**src/verilog/nvmpc_pkg.sv**
```systemverilog
`default_nettype none
package nvmpc_pkg;
  // Register indices; the bus byte address is four times the index
  localparam logic [15:0] CTRL_IDX = 16'h0007; // Program control register
  localparam logic [15:0] EEPROM_OPTION_CONFIG_IDX = 16'h0100; // EEPROM option register
  localparam logic [15:0] MOR_IDX  = 16'h3dfe; // Mask option register
  localparam int          IDX_LSB  = 2;        // Word index starts at haddr bit 2
  localparam int          IDX_MSB  = 17;       // Last index bit on the bus
  // Control register bit positions
  localparam int CB_EP_LAT = 5; // EPROM latch enable
  localparam int CB_EP_PGM = 4; // EPROM program enable
  localparam int CB_EE_ERA = 2; // EEPROM erase select
  localparam int CB_EE_LAT = 1; // EEPROM latch enable
  localparam int CB_EE_PMP = 0; // EEPROM charge pump enable
  // Option register bit positions
  localparam int OB_UNPROT = 1; // Upper EEPROM unprotect
  localparam int OB_SEC    = 0; // Security lock (0 = locked)
  // Memory ranges
  localparam logic [15:0] EP_LO    = 16'h0800; // EPROM range start
  localparam logic [15:0] EP_HI    = 16'h3dff; // EPROM range end
  localparam logic [15:0] EE_LO    = 16'h0100; // EEPROM range start
  localparam logic [15:0] EE_HI    = 16'h01ff; // EEPROM range end
  localparam logic [15:0] EE_UPPER = 16'h0120; // First protectable byte
  // Reset pin hold after power-on, in clock cycles
  localparam logic [11:0] POR_HOLD_SHORT_CYC = 12'h010; // 16 cycles
  localparam logic [11:0] POR_HOLD_LONG_CYC  = 12'hfe0; // 4064 cycles
  localparam logic [7:0]  RD_ZERO            = 8'h00;   // Unmapped / reserved
  // EPROM sequence states, one-hot
  typedef enum logic [2:0]
  {
    EP_READ = 3'b001, // Array readable
    EP_LOAD = 3'b010, // Latching address and data
    EP_PROG = 3'b100  // Programming in progress
  } nvmpc_ep_st_t;
  // Mask option bits as read from the EPROM array
  typedef struct packed
  {
    logic [2:0] rsv;              // Unused, read zero
    logic       por_hold_sel;     // 1 = short hold
    logic       wdog_after_reset; // Watchdog runs after reset
    logic       wdog_in_wait;     // Watchdog runs in WAIT
    logic       port_b_pulldown;  // Port B pull-downs
    logic       port_c_pulldown;  // Port C pull-downs
  } nvmpc_mor_t;
  // CPU memory write seen by the block
  typedef struct packed
  {
    logic        valid; // One-cycle write strobe
    logic [15:0] addr;  // CPU address
    logic [7:0]  data;  // Written byte
  } nvmpc_memwr_t;
endpackage
`default_nettype wire

```
**src/verilog/nvmpc_byte_buf.sv**
```systemverilog
`default_nettype none
// Eight-byte EPROM latch buffer with registered read port
module nvmpc_byte_buf
(
  input  wire logic       hclk,    // Clock
  input  wire logic       hresetn, // Async reset, active low
  input  wire logic       wr_en,   // Write strobe
  input  wire logic [2:0] wr_idx,  // Byte slot
  input  wire logic [7:0] wr_data, // Byte written
  input  wire logic [2:0] rd_idx,  // Slot to read
  output logic      [7:0] rd_data  // Registered read data
);
  typedef struct packed
  {
    logic [7:0][7:0] mem; // Byte slots
    logic [7:0]      rd;  // Read register
  } nvmpc_buf_st_t;
  nvmpc_buf_st_t st_reg;  // Current state
  nvmpc_buf_st_t st_next; // Next state

  // Store on write, read one slot per cycle
  always_comb
  begin
    st_next = st_reg;
    if (wr_en)
    begin
      st_next.mem[wr_idx] = wr_data;
    end
    st_next.rd = st_reg.mem[rd_idx];
  end

  // State register
  always_ff @(posedge hclk or negedge hresetn)
  begin
    if (!hresetn)
    begin
      st_reg <= '0;
    end
    else
    begin
      st_reg <= st_next;
    end
  end

  assign rd_data = st_reg.rd;
endmodule
`default_nettype wire

```
**src/verilog/nvmpc_por_hold.sv**
```systemverilog
`default_nettype none
// Holds the reset pin low for a selectable count after power-on
module nvmpc_por_hold
(
  input  wire logic hclk,      // Clock
  input  wire logic hresetn,   // Async reset, active low
  input  wire logic short_sel, // 1 = short hold, sampled after release
  output logic      hold_low   // High while the reset pin is held low
);
  typedef struct packed
  {
    logic        busy;    // Hold running
    logic        started; // Target taken
    logic [11:0] tgt;     // Hold length
    logic [11:0] cnt;     // Cycles held so far
  } nvmpc_por_st_t;
  nvmpc_por_st_t st_reg;  // Current state
  nvmpc_por_st_t st_next; // Next state
  logic [11:0]   tgt_now; // Target in force this cycle

  // Target is sampled once so a strap change cannot stretch the hold
  always_comb
  begin
    st_next = st_reg;
    tgt_now = st_reg.started ? st_reg.tgt
            : (short_sel ? nvmpc_pkg::POR_HOLD_SHORT_CYC : nvmpc_pkg::POR_HOLD_LONG_CYC);
    if (st_reg.busy)
    begin
      st_next.started = 1'b1;
      st_next.tgt     = tgt_now;
      st_next.cnt     = st_reg.cnt + 12'h001;
      if (st_reg.cnt == tgt_now - 12'h001)
      begin
        st_next.busy = 1'b0;
      end
    end
  end

  // State register
  always_ff @(posedge hclk or negedge hresetn)
  begin
    if (!hresetn)
    begin
      st_reg <= '{busy: 1'b1, default: '0};
    end
    else
    begin
      st_reg <= st_next;
    end
  end

  assign hold_low = st_reg.busy;
endmodule
`default_nettype wire

```
**src/verilog/nvmpc_top.sv**
```systemverilog
`default_nettype none
module nvmpc_top
(
  input  wire logic                    hclk,             // Clock, 250 MHz
  input  wire logic                    hresetn,          // Power-on or external reset
  input  wire logic                    hsel,             // AHB select
  input  wire logic [31:0]             haddr,            // AHB address
  input  wire logic [1:0]              htrans,           // AHB transfer type
  input  wire logic                    hwrite,           // AHB write
  input  wire logic [2:0]              hsize,            // AHB size, word only
  input  wire logic [31:0]             hwdata,           // AHB write data
  input  wire logic                    hready,           // AHB bus ready
  output logic      [31:0]             hrdata,           // AHB read data
  output logic                         hreadyout,        // Slave ready
  output logic                         hresp,            // Always OKAY
  input  wire nvmpc_pkg::nvmpc_memwr_t cpu_wr,           // CPU memory writes
  input  wire logic                    stop_entry,       // STOP mode entry pulse
  input  wire logic                    bootstrap_mode,   // Bootstrap strap
  input  wire nvmpc_pkg::nvmpc_mor_t   mor_array,        // Mask option array bits
  input  wire logic [1:0]              eeprom_option_config_array,       // Option array bits
  input  wire logic [7:0]              ddr_b,            // Port B direction, 1 = out
  input  wire logic [7:0]              ddr_c,            // Port C direction, 1 = out
  input  wire logic [2:0]              ep_buf_rd_idx,    // Latched byte to read
  output logic      [7:0]              ep_buf_rd_data,   // Latched byte
  output logic      [7:0]              ep_byte_valid,    // Latched byte slots
  output logic      [12:0]             ep_group_addr,    // Latched group address
  output logic                         eprom_prog_en,    // Program pulse to array
  output logic                         eprom_readable,   // Array contents valid
  output logic                         eeprom_hv_en,     // High voltage to EEPROM
  output logic                         eeprom_erase,     // 1 = erase, 0 = program
  output logic      [7:0]              eeprom_addr,      // Target byte offset
  output logic      [7:0]              eeprom_data,      // Byte to program
  output logic                         eeprom_readable,  // EEPROM reads valid
  output logic                         reset_pin_low,    // Drive reset pin low
  output logic                         wdog_run_reset,   // Watchdog on after reset
  output logic                         wdog_run_wait,    // Watchdog on in WAIT
  output logic      [7:0]              port_b_pd_en,     // Port B pull-downs
  output logic      [7:0]              port_c_pd_en,     // Port C pull-downs
  output logic                         nonuser_allow     // Non-user modes allowed
);
  typedef struct packed
  {
    nvmpc_pkg::nvmpc_ep_st_t ep_st;   // EPROM sequence
    logic                    ep_byte; // Byte written since latching
    logic [12:0]             ep_grp;  // Group address
    logic [7:0]              ep_vld;  // Slot valid mask
    logic                    ee_lat;  // EEPROM latch enable
    logic                    ee_era;  // EEPROM erase select
    logic                    ee_pmp;  // EEPROM pump enable
    logic                    ee_cap;  // Target address captured
    logic [7:0]              ee_adr;  // Target offset
    logic [7:0]              ee_dat;  // Target data
    logic                    unprot;  // Upper unprotect, live
    logic                    sec_wr;  // Security bit as written
    logic                    sec;     // Security in force
    nvmpc_pkg::nvmpc_mor_t   option_mask_config;     // Captured options
    logic                    boot;    // Captured bootstrap
    logic                    init;    // Options captured
    logic                    dp_wr;   // Write data phase pending
    logic [1:0]              dp_sel;  // 0 ctrl, 1 eeprom_option_config, 2 mor, 3 none
    logic [31:0]             rdata;   // Read data register
  } nvmpc_st_t;
  nvmpc_st_t   st_reg;  // Current state
  nvmpc_st_t   st_next; // Next state
  logic        ap_take; // Address phase accepted
  logic [1:0]  ap_sel;  // Register decoded in address phase
  logic [7:0]  wb;      // Written byte
  logic        ep_hit;  // CPU write in EPROM range
  logic        ee_hit;  // CPU write in EEPROM range
  logic        ep_take; // EPROM byte accepted into the group
  logic        ee_up;   // Target in upper EEPROM
  logic [7:0]  rd_byte; // Read value

  assign ap_take = hsel && htrans[1] && hready;
  assign wb      = hwdata[7:0];
  assign ep_hit  = cpu_wr.valid && cpu_wr.addr >= nvmpc_pkg::EP_LO && cpu_wr.addr <= nvmpc_pkg::EP_HI;
  assign ee_hit  = cpu_wr.valid && cpu_wr.addr >= nvmpc_pkg::EE_LO && cpu_wr.addr <= nvmpc_pkg::EE_HI;
  // One strobe feeds both the slot flags and the byte store, so a flag clear never writes a stale byte
  assign ep_take = ep_hit && st_reg.ep_st == nvmpc_pkg::EP_LOAD
                   && (!st_reg.ep_byte || cpu_wr.addr[15:3] == st_reg.ep_grp);
  assign ee_up   = {8'h01, st_reg.ee_adr} >= nvmpc_pkg::EE_UPPER;

  // Address decode; indices sit above the word offset
  always_comb
  begin
    ap_sel = 2'd3;
    if (haddr[31:nvmpc_pkg::IDX_MSB+1] == '0)
    begin
      case (haddr[nvmpc_pkg::IDX_MSB:nvmpc_pkg::IDX_LSB])
        nvmpc_pkg::CTRL_IDX: ap_sel = 2'd0;
        nvmpc_pkg::EEPROM_OPTION_CONFIG_IDX: ap_sel = 2'd1;
        nvmpc_pkg::MOR_IDX:  ap_sel = 2'd2;
        default:             ap_sel = 2'd3;
      endcase
    end
  end

  // Next state: bus writes, CPU memory writes, STOP, then read data
  always_comb
  begin
    st_next = st_reg;
    rd_byte = nvmpc_pkg::RD_ZERO;
    // Options are caught once, on the first edge after release
    if (!st_reg.init)
    begin
      st_next.init   = 1'b1;
      st_next.option_mask_config    = mor_array;
      st_next.boot   = bootstrap_mode;
      st_next.unprot = eeprom_option_config_array[nvmpc_pkg::OB_UNPROT];
      st_next.sec_wr = eeprom_option_config_array[nvmpc_pkg::OB_SEC];
      st_next.sec    = eeprom_option_config_array[nvmpc_pkg::OB_SEC];
    end
    // Control register write
    if (st_reg.dp_wr && st_reg.dp_sel == 2'd0)
    begin
      case (st_reg.ep_st)
        nvmpc_pkg::EP_READ:
        begin
          if (wb[nvmpc_pkg::CB_EP_LAT])
          begin
            st_next.ep_st   = nvmpc_pkg::EP_LOAD;
            st_next.ep_byte = 1'b0;
            st_next.ep_vld  = '0;
          end
        end
        nvmpc_pkg::EP_LOAD:
        begin
          if (!wb[nvmpc_pkg::CB_EP_LAT])
          begin
            st_next.ep_st = nvmpc_pkg::EP_READ;
          end
          else if (wb[nvmpc_pkg::CB_EP_PGM] && st_reg.ep_byte)
          begin
            st_next.ep_st = nvmpc_pkg::EP_PROG;
          end
        end
        nvmpc_pkg::EP_PROG:
        begin
          // Writing zero to the enable does nothing; only unlatching ends it
          if (!wb[nvmpc_pkg::CB_EP_LAT])
          begin
            st_next.ep_st = nvmpc_pkg::EP_READ;
          end
        end
        default: st_next.ep_st = nvmpc_pkg::EP_READ;
      endcase
      st_next.ee_lat = wb[nvmpc_pkg::CB_EE_LAT];
      if (!wb[nvmpc_pkg::CB_EE_LAT])
      begin
        st_next.ee_era = 1'b0;
        st_next.ee_pmp = 1'b0;
        st_next.ee_cap = 1'b0;
      end
      else
      begin
        if (!st_reg.ee_cap)
        begin
          st_next.ee_era = wb[nvmpc_pkg::CB_EE_ERA];
        end
        if (wb[nvmpc_pkg::CB_EE_PMP] && st_reg.ee_lat && st_reg.ee_cap)
        begin
          st_next.ee_pmp = 1'b1;
        end
      end
    end
    // Option register write
    if (st_reg.dp_wr && st_reg.dp_sel == 2'd1)
    begin
      if (!wb[nvmpc_pkg::OB_UNPROT] && st_reg.ee_lat)
      begin
        st_next.unprot = 1'b0;
      end
      st_next.sec_wr = wb[nvmpc_pkg::OB_SEC];
    end
    // EPROM byte capture: only bytes of the first group are kept
    if (ep_take)
    begin
      st_next.ep_byte                  = 1'b1;
      st_next.ep_grp                   = cpu_wr.addr[15:3];
      st_next.ep_vld[cpu_wr.addr[2:0]] = 1'b1;
    end
    // EEPROM target capture while latched and pump off
    if (ee_hit && st_reg.ee_lat && !st_reg.ee_pmp)
    begin
      st_next.ee_cap = 1'b1;
      st_next.ee_adr = cpu_wr.addr[7:0];
      st_next.ee_dat = cpu_wr.data;
    end
    // STOP drops both latches, program enable, erase select, pump and capture; slot mask and group stay
    if (stop_entry)
    begin
      st_next.ep_st  = nvmpc_pkg::EP_READ;
      st_next.ee_lat = 1'b0;
      st_next.ee_era = 1'b0;
      st_next.ee_pmp = 1'b0;
      st_next.ee_cap = 1'b0;
    end
    // Bus phase tracking; reads see the updated value
    if (hready)
    begin
      st_next.dp_wr  = ap_take && hwrite;
      st_next.dp_sel = ap_sel;
    end
    case (ap_sel)
      2'd0:
      begin
        rd_byte[nvmpc_pkg::CB_EP_LAT] = st_next.ep_st != nvmpc_pkg::EP_READ;
        rd_byte[nvmpc_pkg::CB_EP_PGM] = st_next.ep_st == nvmpc_pkg::EP_PROG;
        rd_byte[nvmpc_pkg::CB_EE_ERA] = st_next.ee_era;
        rd_byte[nvmpc_pkg::CB_EE_LAT] = st_next.ee_lat;
        rd_byte[nvmpc_pkg::CB_EE_PMP] = st_next.ee_pmp;
      end
      2'd1:
      begin
        rd_byte[nvmpc_pkg::OB_UNPROT] = st_next.unprot;
        rd_byte[nvmpc_pkg::OB_SEC]    = st_next.sec_wr;
      end
      2'd2:    rd_byte = {3'b000, st_next.option_mask_config[4:0]};
      default: rd_byte = nvmpc_pkg::RD_ZERO;
    endcase
    if (ap_take && !hwrite)
    begin
      st_next.rdata = {24'h00_0000, rd_byte};
    end
  end

  // State register; reset clears both latches
  always_ff @(posedge hclk or negedge hresetn)
  begin
    if (!hresetn)
    begin
      st_reg <= '{ep_st: nvmpc_pkg::EP_READ, dp_sel: 2'd3, default: '0};
    end
    else
    begin
      st_reg <= st_next;
    end
  end

  // Latched EPROM bytes
  nvmpc_byte_buf u_buf
  (
    .hclk    (hclk),
    .hresetn (hresetn),
    .wr_en   (ep_take),
    .wr_idx  (cpu_wr.addr[2:0]),
    .wr_data (cpu_wr.data),
    .rd_idx  (ep_buf_rd_idx),
    .rd_data (ep_buf_rd_data)
  );

  // Reset pin hold after power-on
  nvmpc_por_hold u_por
  (
    .hclk      (hclk),
    .hresetn   (hresetn),
    .short_sel (mor_array.por_hold_sel),
    .hold_low  (reset_pin_low)
  );

  // Outputs
  assign hrdata          = st_reg.rdata;
  assign hreadyout       = 1'b1;
  assign hresp           = 1'b0;
  assign ep_byte_valid   = st_reg.ep_vld;
  assign ep_group_addr   = st_reg.ep_grp;
  assign eprom_prog_en   = st_reg.ep_st == nvmpc_pkg::EP_PROG;
  assign eprom_readable  = st_reg.ep_st == nvmpc_pkg::EP_READ;
  assign eeprom_erase    = st_reg.ee_era;
  assign eeprom_addr     = st_reg.ee_adr;
  assign eeprom_data     = st_reg.ee_dat;
  assign eeprom_readable = !st_reg.ee_lat;
  // Upper part stays untouched unless unprotected or in bootstrap
  assign eeprom_hv_en    = st_reg.ee_pmp && (!ee_up || st_reg.unprot || st_reg.boot);
  assign wdog_run_reset  = st_reg.init && st_reg.option_mask_config.wdog_after_reset && !st_reg.boot;
  assign wdog_run_wait   = st_reg.init && st_reg.option_mask_config.wdog_in_wait;
  assign nonuser_allow   = st_reg.init && st_reg.sec;

  // Pull-downs only on pins that are inputs
  for (genvar i = 0; i < 8; i++)
  begin : g_pd
    assign port_b_pd_en[i] = st_reg.init && st_reg.option_mask_config.port_b_pulldown && !ddr_b[i];
    assign port_c_pd_en[i] = st_reg.init && st_reg.option_mask_config.port_c_pulldown && !ddr_c[i];
  end
endmodule
`default_nettype wire

```
**config.mk**
```make
export PLATFORM = sky130hd
export DESIGN_NAME = nvmpc_top
export DESIGN_NICKNAME = d
export VERILOG_FILES = /design/src/verilog/nvmpc_pkg.sv /design/src/verilog/nvmpc_byte_buf.sv /design/src/verilog/nvmpc_por_hold.sv /design/src/verilog/nvmpc_top.sv
export SDC_FILE = /design/constraint.sdc
export NUM_CORES = 1
export LEC_CHECK = 0
export BUFFER_PORTS_ARGS = -buffer_cell sky130_fd_sc_hd__clkbuf_2
export CAP_MARGIN = 5
export CELL_PAD_IN_SITES_DETAIL_PLACEMENT = 1
export CELL_PAD_IN_SITES_GLOBAL_PLACEMENT = 2
export CORE_ASPECT_RATIO = 0.8
export CORE_MARGIN = 2
export CORE_UTILIZATION = 36
export DETAILED_ROUTE_END_ITERATION = 12
export PLACE_DENSITY_LB_ADDON = 0.1
export RECOVER_POWER = 100
export SYNTH_ARGS = -nofsm -noshare
export SYNTH_HDL_FRONTEND = slang
export SYNTH_SLANG_ARGS = --single-unit
```
**constraint.sdc**
```tcl
create_clock -name hclk -period 4.8 [get_ports hclk]
set_input_delay 0.48 -clock hclk [delete_from_list [all_inputs] [get_ports hclk]]
set_output_delay 0.48 -clock hclk [all_outputs]
set_load 0.02 [all_outputs]
```
==> Word level (Yosys, flattened, before mapping) <==
Cells that the tools add are included.
{ "word_totals": {"regBits": 165, "input_bits": 130, "out_inout_bits": 104, "elab_cells": 177} }
{ "classes": {"n_addsub": 2, "magnitude_cmp": 8, "n_eq_ne": 14, "mux": 38, "bitwise_logic": 1, "n_reduce_logical": 77} }
{ "op_table": {"columns": ["cell", "count"], "rows": [
  ["$bwmux W64", 1],
  ["$logic_and A1 B1 Y1", 42],
  ["$mux W12", 3],
  ["$mux W8", 4],
  ["$mux W26", 1],
  ["$bmux W8 S3", 1],
  ["$demux W8 S3", 1],
  ["$logic_not A1 Y1", 23],
  ["$mux W22", 1],
  ["$mux W17", 1],
  ["$eq A16 B14 Y1 const B", 1],
  ["$eq A16 B3 Y1 const B", 1],
  ["$eq A16 B9 Y1 const B", 1],
  ["$ge A16 B12 Y1 const B", 1],
  ["$ge A16 B9 Y1 const B", 1],
  ["$le A16 B14 Y1 const B", 1],
  ["$le A16 B9 Y1 const B", 1],
  ["$logic_not A14 Y1", 1],
  ["$eq A13 B13 Y1", 1],
  ["$mux W13", 1],
  ["$add A12 B1 Y12 const B", 1],
  ["$eq A12 B12 Y1", 1],
  ["$mux W3", 4],
  ["$mux W4", 3],
  ["24 further kinds", 43]
]} }

==> Depth between registers and ports, before layout <==
Gate-level depths: netlist of the first run.
{ "depth": {"ltp_word": 8, "ltp_mapped": 11, "mapped_depth_nobuf": 8} }

==> Hierarchy <==
A second synthesis of the first run with hierarchy kept.
{ "unflattened": {"hier_cells": 776, "hier_area_um2": 8777.2} }
{ "by_module_without_submodules": {"columns": ["module", "n_inst", "cells_each", "area_per_inst_um2", "seq_area_each_um2"], "rows": [
  ["nvmpc_top", 1, 430, 4003.8, 1605.3],
  ["nvmpc_byte_buf", 1, 188, 3253.1, 1801.7],
  ["nvmpc_por_hold", 1, 158, 1520.2, 651.9]
]} }

==> Least setup slack after synthesis of the first run <==
OpenSTA, ideal clock, no wires.
{ "synth_path": {"path_kind": "reg2reg", "startpoint": "reg u_por.st_reg[24] (netlist name)", "endpoint": "reg u_por.st_reg, in the netlist u_por.hold_low", "t_arrival_ns": 2.961, "required_ns": 4.718, "slack_ns": 1.757, "path_stages_with_launch": 12, "n_path_buf": 3, "synth_period_minus_slack_ns": 3.043, "cell_sequence": "dfrtp_1 > clkbuf_2 > clkbuf_1 > clkbuf_1 > nand2_1 > ha_1 > or4b_1 > or3b_2 > o311a_1 > nor4_1 > nand4_1 > o31a_1"} }
{ "synth_rtl": {"columns": ["element", "line_no", "rtl"], "rows": [
  ["start: declaration", "nvmpc_por_hold.sv:17", "nvmpc_por_st_t st_reg;"],
  ["start signal: assignment", "nvmpc_por_hold.sv:48", "st_reg <= st_next;"]
]} }

==> results of run 1 <==
routing by layer:
layer / part of all wire [%] / global-route usage (%) / vias to the layer above
met1: 46 / 24.0 / 2819
met3: 5.2 / 5.47 / 14
li1: - / - / 2540
met4: 0.88 / 4.11 / 0
met5: 0 / 0 / -
met2: 48 / 29.5 / 108
kinds of logic after synthesis:
family                   after synthesis  share of synthesized area (%)
other                                  2                         0.0922
multiplexers                         124                           19.3
AND/OR/NAND/NOR                      179                           11.9
adder cells (fa/ha/maj)                2                          0.307
buffers and inverters                108                           8.73
XOR/XNOR                              43                           4.63
AO/OA/AOI/OAI                         60                           5.15
flip-flops                           162                           49.9
per-stage QoR:
stage | area (um^2) | total power (uW) | cells
after floorplan | 8240 | 1520 | 707
after global placement | 8820 | 1610 | 1085
after detailed placement | 8820 | 1610 | 1085
after CTS | 9480 | 3170 | 1117
after global routing | 9340 | 3250 | 1117
final | 9340 | 3120 | 1117
worst min-delay path by stage:
stage | end | depth (start not counted)
6_report | st_reg[34]$_DFFE_PN0P_ | 1
5_1_grt | st_reg[34]$_DFFE_PN0P_ | 1
4_1_cts | st_reg[34]$_DFFE_PN0P_ | 1
3_5_place_dp | ep_byte_valid[3]$_DFF_PN0_ | 1
3_3_place_gp | hrdata[3]$_DFFE_PN0P_ | 2
2_1_floorplan | eeprom_addr[0]$_DFFE_PN0P_ | 0
synthesized netlist by cell type, types with 4 or more instances:
master    instances
a21oi_1          15
nand4_1          11
nor3_1            8
mux4_2           16
a21o_1           11
nand2_1          47
clkbuf_1         11
nor2_1           37
nand3_1          12
and4b_1           4
nand4_2           4
xnor2_1          24
mux2_2          104
dfrtp_1         158
nor4_1           10
mux2i_1           4
inv_1             8
nand2b_1          8
o21ai_0          11
and2_1            9
buf_1             5
dfstp_2           4
xor2_1           19
nor3b_1           4
buf_4            80
area by class of cell:
class | count | area share [%]
Clock inverter | 14 | 2.41
Timing Repair Buffer | 172 | 8.18
Multi-Input combinational cell | 437 | 36.8
Tap cell | 306 | 4.10
Sequential cell | 162 | 43.4
Inverter | 8 | 0.321
Clock buffer | 18 | 4.70
power by group through the flow:
stage | Sequential (uW) | Clock (uW) | Combinational (uW)
global route | 1390 | 1640 | 212
detailed placement | 1420 | 0 | 198
global placement | 1410 | 0 | 191
CTS | 1390 | 1580 | 199
floorplan | 1410 | 0 | 110
finish | 1390 | 1550 | 189
worst register-to-register path, stage by stage, from the launching register on:
cell     delay (ns)
dfrtp_1        0.66
nand2_1        0.19
ha_1           0.28
or4b_1         0.54
or3b_2         0.51
o311a_1        0.30
nor4_1         0.18
nand4_1        0.11
o31a_1         0.31
==> impl_metrics.py, run 1 <==
metrics = {
    "setup_path": {
        "crit_path_start_kind": "primary input",
        "worstReg2RegEnd": "u_por.hold_low$_DFF_PN1_",
        "critical_path.cell_chain": "buf_6 -> clkbuf_1",
        "cp-startpoint": "hresetn",
        "crit_cells": 2,
        "endpoint_kind": "async pin",
        "critical_path.top_delay_family": "buffers and inverters",
        "r2r_slack_ns": 1.65,
        "cp_num_buf_inv": 2,
        "crit_fanout": 66,
        "crit_end": "u_buf.st_reg[60]$_DFFE_PN0P_",
        "worst_ep_arrival_time_ns": 3.19,
        "critPathKind": "primary input to async pin",
        "reg2reg_depth": 8,
        "slowest_delay_ns": 2.23,
        "critPathRequiredTime_ns": 4.66,
        "r2r-start": "u_por.st_reg[24]$_DFFE_PN0P_",
        "slowest_stage": "clkbuf_1",
    },
    "power_and_ir_drop": {
        "p_leak_uw": 0.00451,
        "seq_power_share_pct": 44.5,
        "powerDensity_nw_per_um2": 334,
        "ir_drop_mv": 0.204,
        "p_clk_share_pct": 49.5,
        "switching_share_pct": 23.6,
        "switching_power_uw": 738,
        "p_comb_share_pct": 6.1,
        "internal-power_uw": 2390,
    },
    "cts": {
        "cts_made_buffers": 17,
        "cts_num_sinks": 162,
        "hold_buffers": 0,
        "htreeDepth": 4,
        "cts_resized": 0,
        "root_buffer": "clkbuf_16",
        "clock_path_buffers": 2,
        "clk_latency_ns": 0.44,
        "clk_pin_slew_ns": 0.07,
        "cts_tree": "yes",
        "cts_setup_buffers": 0,
    },
    "detailed_routing": {
        "wirelength_um": 20500,
        "drcViolationCount": 0,
        "final_antenna_net_count": 0,
        "drt-initial-drc-count": 171,
        "dr.pass1.iters": 4,
        "via_per_inst": 4.91,
        "wire_per_inst_um": 18.3,
        "vias": 5481,
    },
    "timing": {
        "slew_headroom_pct": -104,
        "rsz0062_at_grt": "false",
        "finalHoldViolations": 0,
        "worst_pin_slew_ns": 3.06,
        "setup-tns-final_ns": 0,
        "drv_slew": 100,
        "setup_viol": 0,
        "fin_crit_ns": 3.33,
        "fin_hold_ws_ns": 0.0246,
        "max_freq_ghz": 0.300,
        "setup_ws_ns": 1.47,
        "fin_crit_sh_pct": 69.4,
        "clock_skew_ns": 0.00906,
    },
    "global_routing": {
        "grt_antenna_before_repair": 0,
        "grt_max_degree": 67,
        "first_global_vias": 6072,
        "grt_pass1_wl_um": 33400,
        "grtUsageTotal_pct": 18.2,
        "grt-ovfl-total": 0,
    },
    "yosys": {
        "async_flop_share_pct": 100,
        "netlist_area_um2": 8140,
        "synth_edf_count": 0,
        "yosys.area.top_type": "dfrtp_1",
        "synth.avg_cell_area_um2": 12.0,
        "yosysSeqAreaShare_pct": 49.9,
        "synthCells": 680,
        "ys.flop_type": "dfrtp_1",
        "ys_seq_elements": 162,
        "synth_area_leaders": "dfrtp_1 (49%), mux2_2 (14%), buf_4 (7.4%), mux4_2 (4.4%), xnor2_1 (2.6%)",
        "synth_top_area_share_pct": 48.6,
        "ys_warn_count": 0,
        "synth_cell_type_count": 57,
    },
    "die": {
        "ioPinCount": 234,
        "num_rows": 49,
        "coreArea_um2": 22300,
        "die_area_um2": 23800,
        "die_w_um": 172,
        "initial_core_util_pct": 36.5,
        "die_y_um": 139,
    },
    "cells_and_area": {
        "largest_register_ffs": 64,
        "final_common_cell": "dfrtp_1",
        "drive_above_1_share_pct": 30.7,
        "regArea_um2": 4060,
        "most-common-layout-cells": "dfrtp_1 (158), mux2_2 (102), clkbuf_2 (89)",
        "multi_input_area_um2": 3440,
        "nets": 930,
        "antennaDiodeCount": 0,
        "nFillCells": 2506,
        "area_growth_pct": 14.8,
        "final_util_pct": 41.9,
    },
    "placement": {
        "place_ws_ns": 1.54,
        "numPortBuffers": 169,
        "dp_hpwl_um": 14700,
        "gp_congestion": 0.777,
    },
    "run": {
        "cap_viol_max_count": 2,
    },
    "status": {
        "outcome": "finished with violations",
        "violations": "capacitance limit, slew limit",
    },
    "worst_hold_path": {
        "hp-class": "primary input to async pin",
    },
}
Note: power is estimated with default switching activity, not from simulation.
==> run 2: changes to the inputs <==
Settings changed: CORE_UTILIZATION 36 to 30.
Clock period 4.8 ns to 2.91 ns, I/O delays scaled along.
==> run 2 against run 1 <==
Compared with the run above:
- largest power group unchanged
- the run still ends with capacitance limit, slew limit left
- clock power up 57%
- global-route usage down 2.4 points
- sequential power up 65%
- highest routed layer unchanged
==> impl_metrics.py, run 2 (synthesis results as in run 1) <==
metrics = {
    "timing": {
        "rsz0062_at_grt": "false",
        "clock_skew_ns": 0.00897,
        "slew_headroom_pct": -26.5,
        "worst_pin_slew_ns": 1.90,
        "setup_viol": 0,
        "finalHoldViolations": 0,
        "fin_crit_ns": 2.70,
        "fin_crit_sh_pct": 92.9,
        "setup-tns-final_ns": 0,
        "max_freq_ghz": 0.370,
        "drv_slew": 88,
    },
    "detailed_routing": {
        "vias": 5519,
        "dr.pass1.iters": 4,
        "drcViolationCount": 0,
        "wirelength_um": 21300,
        "final_antenna_net_count": 0,
        "drt-initial-drc-count": 162,
        "wire_per_inst_um": 18.1,
        "via_per_inst": 4.67,
    },
    "die": {
        "die_y_um": 151,
        "initial_core_util_pct": 30.8,
        "num_rows": 53,
        "ioPinCount": 234,
        "coreArea_um2": 26500,
        "die_area_um2": 28500,
        "die_w_um": 188,
    },
    "cts": {
        "hold_buffers": 1,
        "clock_path_buffers": 2,
        "cts_num_sinks": 162,
        "cts_setup_buffers": 0,
        "cts_resized": 0,
        "clk_latency_ns": 0.43,
        "root_buffer": "clkbuf_16",
        "cts_made_buffers": 17,
        "cts_tree": "yes",
        "clk_pin_slew_ns": 0.07,
        "htreeDepth": 4,
    },
    "cells_and_area": {
        "nFillCells": 2945,
        "most-common-layout-cells": "dfrtp_1 (158), mux2_2 (101), clkbuf_2 (94)",
        "antennaDiodeCount": 0,
        "drive_above_1_share_pct": 31.6,
        "final_common_cell": "dfrtp_1",
        "area_growth_pct": 16.9,
        "nets": 943,
        "largest_register_ffs": 64,
    },
    "status": {
        "violations": "capacitance limit, slew limit",
        "outcome": "finished with violations",
    },
    "worst_hold_path": {
        "hp-class": "primary input to register",
        "holdCritStartpoint": "bootstrap_mode",
        "min_to": "st_reg[36]$_DFFE_PN0N_",
        "holdPathStages": 2,
    },
    "placement": {
        "numPortBuffers": 169,
        "gp_congestion": 0.780,
        "dp_hpwl_um": 15700,
    },
    "global_routing": {
        "first_global_vias": 6165,
        "grt_max_degree": 73,
        "grt_antenna_before_repair": 0,
        "grt_pass1_wl_um": 34300,
        "grtUsageTotal_pct": 15.8,
        "grt-ovfl-total": 0,
    },
    "power_and_ir_drop": {
        "p_total_uw": 5050,
        "powerDensity_nw_per_um2": 530,
        "p_leak_uw": 0.00462,
        "ir_drop_mv": 0.409,
    },
    "setup_path": {
        "crit_fanout": 9,
        "crit_path_start_kind": "register",
        "critPathRequiredTime_ns": 3.21,
        "r2r_slack_ns": 0.21,
        "critPathKind": "register to register",
        "r2r-start": "ep_group_addr[4]$_DFFE_PN0P_",
        "endpoint_kind": "register",
        "worst_ep_arrival_time_ns": 3.01,
        "reg2reg_depth": 7,
        "cp-startpoint": "ep_group_addr[4]$_DFFE_PN0P_",
        "worstReg2RegEnd": "u_buf.st_reg[65]$_DFFE_PN0P_",
    },
    "run": {
        "cap_viol_max_count": 2,
    },
}
run 2: cell count changes in the layout (fill, tap and decap cells not counted), sizes merged:
cell	change
inv	-2
buf	+6
clkbuf	+10
dlygate4sd3	+1
bufinv	-1
clkinv	-1
run 2: area by class of cell:
type	count	area, um^2	share of cell area (%)
Sequential cell	162	4060	42.7
Multi-Input combinational cell	437	3480	36.5
Timing Repair Buffer	185	870	9.14
Clock buffer	22	464	4.88
Tap cell	357	447	4.69
Clock inverter	10	170	1.79
Inverter	8	30.0	0.316
run 2: where the power goes:
part | switching [uW] | internal [uW] | leakage (uW) | total, uW
combinational | 216 | 107 | 0.00211 | 323
sequential | 17.8 | 2270 | 0.00221 | 2290
clock | 938 | 1490 | 0.000302 | 2430
run 2: per-layer routing:
metal,global-route usage [%],vias to the layer above,part of all wire (%)
met5,0,-,0
met4,4.61,0,1.0
met3,4.19,13,5.1
met2,26.1,127,48
met1,20.4,2800,46
li1,-,2579,-
run 2: critical path, cell delays in order, from the launching register on:
cell,delay [ns]
dfrtp_1,0.40
xor2_1,0.16
nor4_1,0.32
nand4_1,0.22
o41ai_4,0.37
buf_4,0.22
nand4_2,0.41
mux2_1,0.48
run 2: worst max-delay path by stage:
stage                                        end  slack, ns  depth (start not counted)
floorplan               u_por.hold_low$_DFF_PN1_       0.07                         11
global placement        u_por.hold_low$_DFF_PN1_       0.24                          8
detailed placement  u_buf.st_reg[50]$_DFFE_PN0P_       0.18                          8
CTS                 u_buf.st_reg[50]$_DFFE_PN0P_       0.17                          7
global route        u_buf.st_reg[65]$_DFFE_PN0P_       0.02                          7
finish              u_buf.st_reg[65]$_DFFE_PN0P_       0.21                          7
run 2: through the flow:
stage | setup WS (ns) | instance area, um^2 | instances | util (%) | hold WS (ns)
final | 0.205 | 9520 | 1181 | 36.0 | 0.0986
after global routing | 0.0190 | 9520 | 1181 | 36.0 | 0.0782
after CTS | 0.172 | 9660 | 1181 | 36.5 | 0.0791
after detailed placement | 0.178 | 9020 | 1148 | 34.1 | 0.374
after global placement | 0.236 | 9020 | 1148 | 34.1 | 0.359
after floorplan | 0.0709 | 8270 | 707 | - | -0.00459
==> run 3: changes to the inputs <==
Settings changed: CELL_PAD_IN_SITES_GLOBAL_PLACEMENT 2 to 1, CORE_UTILIZATION 30 to 37.
==> run 3 against run 2 <==
Compared with the run above:
- highest routed layer unchanged
- maximum frequency is 3.5% lower
- die area is 18% lower
- clock power is 8.6% lower
- the run still ends with capacitance limit, slew limit left
- final cell count is 7.0% lower
- clock skew is 0.0067 ns higher
- critical path depth stayed put
- total power is 4.3% lower
==> impl_metrics.py, run 3 (synthesis results as in run 1) <==
metrics = {
    "status": {
        "outcome": "finished with violations",
        "violations": "capacitance limit, slew limit",
    },
    "detailed_routing": {
        "vias": 5553,
        "wire_per_inst_um": 18.6,
        "dr.pass1.iters": 4,
        "drt-initial-drc-count": 228,
        "drcViolationCount": 0,
        "final_antenna_net_count": 0,
        "wirelength_um": 20400,
        "via_per_inst": 5.06,
    },
    "setup_path": {
        "r2r-start": "ep_group_addr[4]$_DFFE_PN0P_",
        "critPathKind": "register to register",
        "critical_path.top_delay_family": "simple AND/OR/NAND/NOR gates",
        "slowest_delay_ns": 0.52,
        "slowest_stage": "o41ai_4",
        "worstReg2RegEnd": "u_buf.st_reg[49]$_DFFE_PN0P_",
        "crit_cells": 7,
        "critPathRequiredTime_ns": 3.22,
        "reg2reg_depth": 7,
        "worst_ep_arrival_time_ns": 3.11,
        "endpoint_kind": "register",
        "r2r_slack_ns": 0.11,
        "cp-startpoint": "ep_group_addr[4]$_DFFE_PN0P_",
        "critical_path.cell_chain": "xor2_1 -> nor4_1 -> nand4_1 -> o41ai_4 -> buf_4 -> nand4_2 -> mux2_2",
        "cp_num_buf_inv": 1,
        "crit_fanout": 9,
        "crit_end": "u_buf.st_reg[49]$_DFFE_PN0P_",
        "crit_path_start_kind": "register",
    },
    "cells_and_area": {
        "nets": 942,
        "final_common_cell": "dfrtp_1",
        "area_growth_pct": 15.5,
        "stdcell_count": 1098,
        "multi_input_area_um2": 3500,
        "most-common-layout-cells": "dfrtp_1 (158), mux2_2 (102), clkbuf_2 (92)",
        "drive_above_1_share_pct": 32.8,
        "nFillCells": 2340,
        "final_util_pct": 43.6,
        "largest_register_ffs": 64,
        "regArea_um2": 4060,
        "antennaDiodeCount": 0,
    },
    "cts": {
        "clock_path_buffers": 2,
        "cts_made_buffers": 17,
        "root_buffer": "clkbuf_16",
        "cts_tree": "yes",
        "cts_num_sinks": 162,
        "clk_pin_slew_ns": 0.07,
        "cts_setup_buffers": 0,
        "htreeDepth": 4,
        "clk_latency_ns": 0.43,
    },
    "timing": {
        "setup_ws_ns": 0.108,
        "rsz0062_at_grt": "true",
        "setup_viol": 0,
        "finalHoldViolations": 0,
        "fin_crit_sh_pct": 96.3,
        "fin_hold_ws_ns": 0.103,
        "drv_slew": 51,
        "fin_crit_ns": 2.80,
        "clock_skew_ns": 0.0157,
        "worst_pin_slew_ns": 1.92,
        "max_freq_ghz": 0.357,
        "slew_headroom_pct": -28.1,
        "setup-tns-final_ns": 0,
    },
    "placement": {
        "dp_hpwl_um": 14900,
        "place_ws_ns": 0.0749,
        "gp_congestion": 0.799,
        "place_inst": 1065,
        "numPortBuffers": 169,
    },
    "die": {
        "ioPinCount": 234,
        "initial_core_util_pct": 37.8,
        "die_w_um": 170,
        "die_area_um2": 23200,
        "die_y_um": 137,
        "coreArea_um2": 21600,
        "num_rows": 48,
    },
    "worst_hold_path": {
        "holdCritStartpoint": "bootstrap_mode",
        "hp-class": "primary input to register",
    },
    "power_and_ir_drop": {
        "internal-power_uw": 3600,
        "switching_share_pct": 25.4,
        "p_clk_share_pct": 45.9,
        "ir_drop_mv": 0.353,
        "powerDensity_nw_per_um2": 514,
        "p_leak_uw": 0.00460,
        "seq_power_share_pct": 47.4,
        "switching_power_uw": 1230,
        "p_comb_share_pct": 6.6,
    },
    "global_routing": {
        "grt_antenna_before_repair": 0,
        "grtUsageTotal_pct": 18.4,
        "grt_max_degree": 63,
        "first_global_vias": 6074,
        "grt_pass1_wl_um": 32700,
        "grt-ovfl-total": 0,
    },
    "run": {
        "cap_viol_max_count": 2,
    },
}
## run 3: repair_timing
action,in CTS,in global routing
resized for setup,0,2
endpoints found under the setup margin,0,15
hold endpoints to repair,30,0
hold buffers,1,0
## run 3: power groups by stage
stage | logic, uW | clock network [uW] | registers [uW]
after floorplan | 182 | 0 | 2330
after global placement | 319 | 0 | 2330
after detailed placement | 331 | 0 | 2330
after CTS | 333 | 2300 | 2290
after global routing | 358 | 2380 | 2290
final | 321 | 2220 | 2290
## run 3: how the worst min path moves through the flow
stage                                         endpoint  cells after the start
after detailed placement  u_por.st_reg[13]$_DFFE_PN0P_                      1
after global routing            st_reg[36]$_DFFE_PN0N_                      2
after global placement    u_por.st_reg[13]$_DFFE_PN0P_                      1
after floorplan             eeprom_addr[0]$_DFFE_PN0P_                      0
after CTS                       st_reg[36]$_DFFE_PN0N_                      2
final                           st_reg[36]$_DFFE_PN0N_                      2
## run 3: per-stage QoR
stage	total power, uW	instance area (um^2)
CTS	4920	9500
global route	5040	9400
floorplan	2510	8270
finish	4830	9400
global placement	2650	8910
detailed placement	2670	8910
## run 3: area by class of cell
cell class	count	share of cell area, %
clock buffer	18	4.67
timing repair buffer	184	9.47
clock inverter	14	1.54
tap	275	3.66
multi-input combinational	437	37.2
sequential	162	43.2
inverter	8	0.319
## run 3: per-layer routing
metal  wire, um  GRT usage [%]
met5          0              0
met1       9450           24.3
met3        807           4.19
met4        161           5.32
met2       9970           30.5
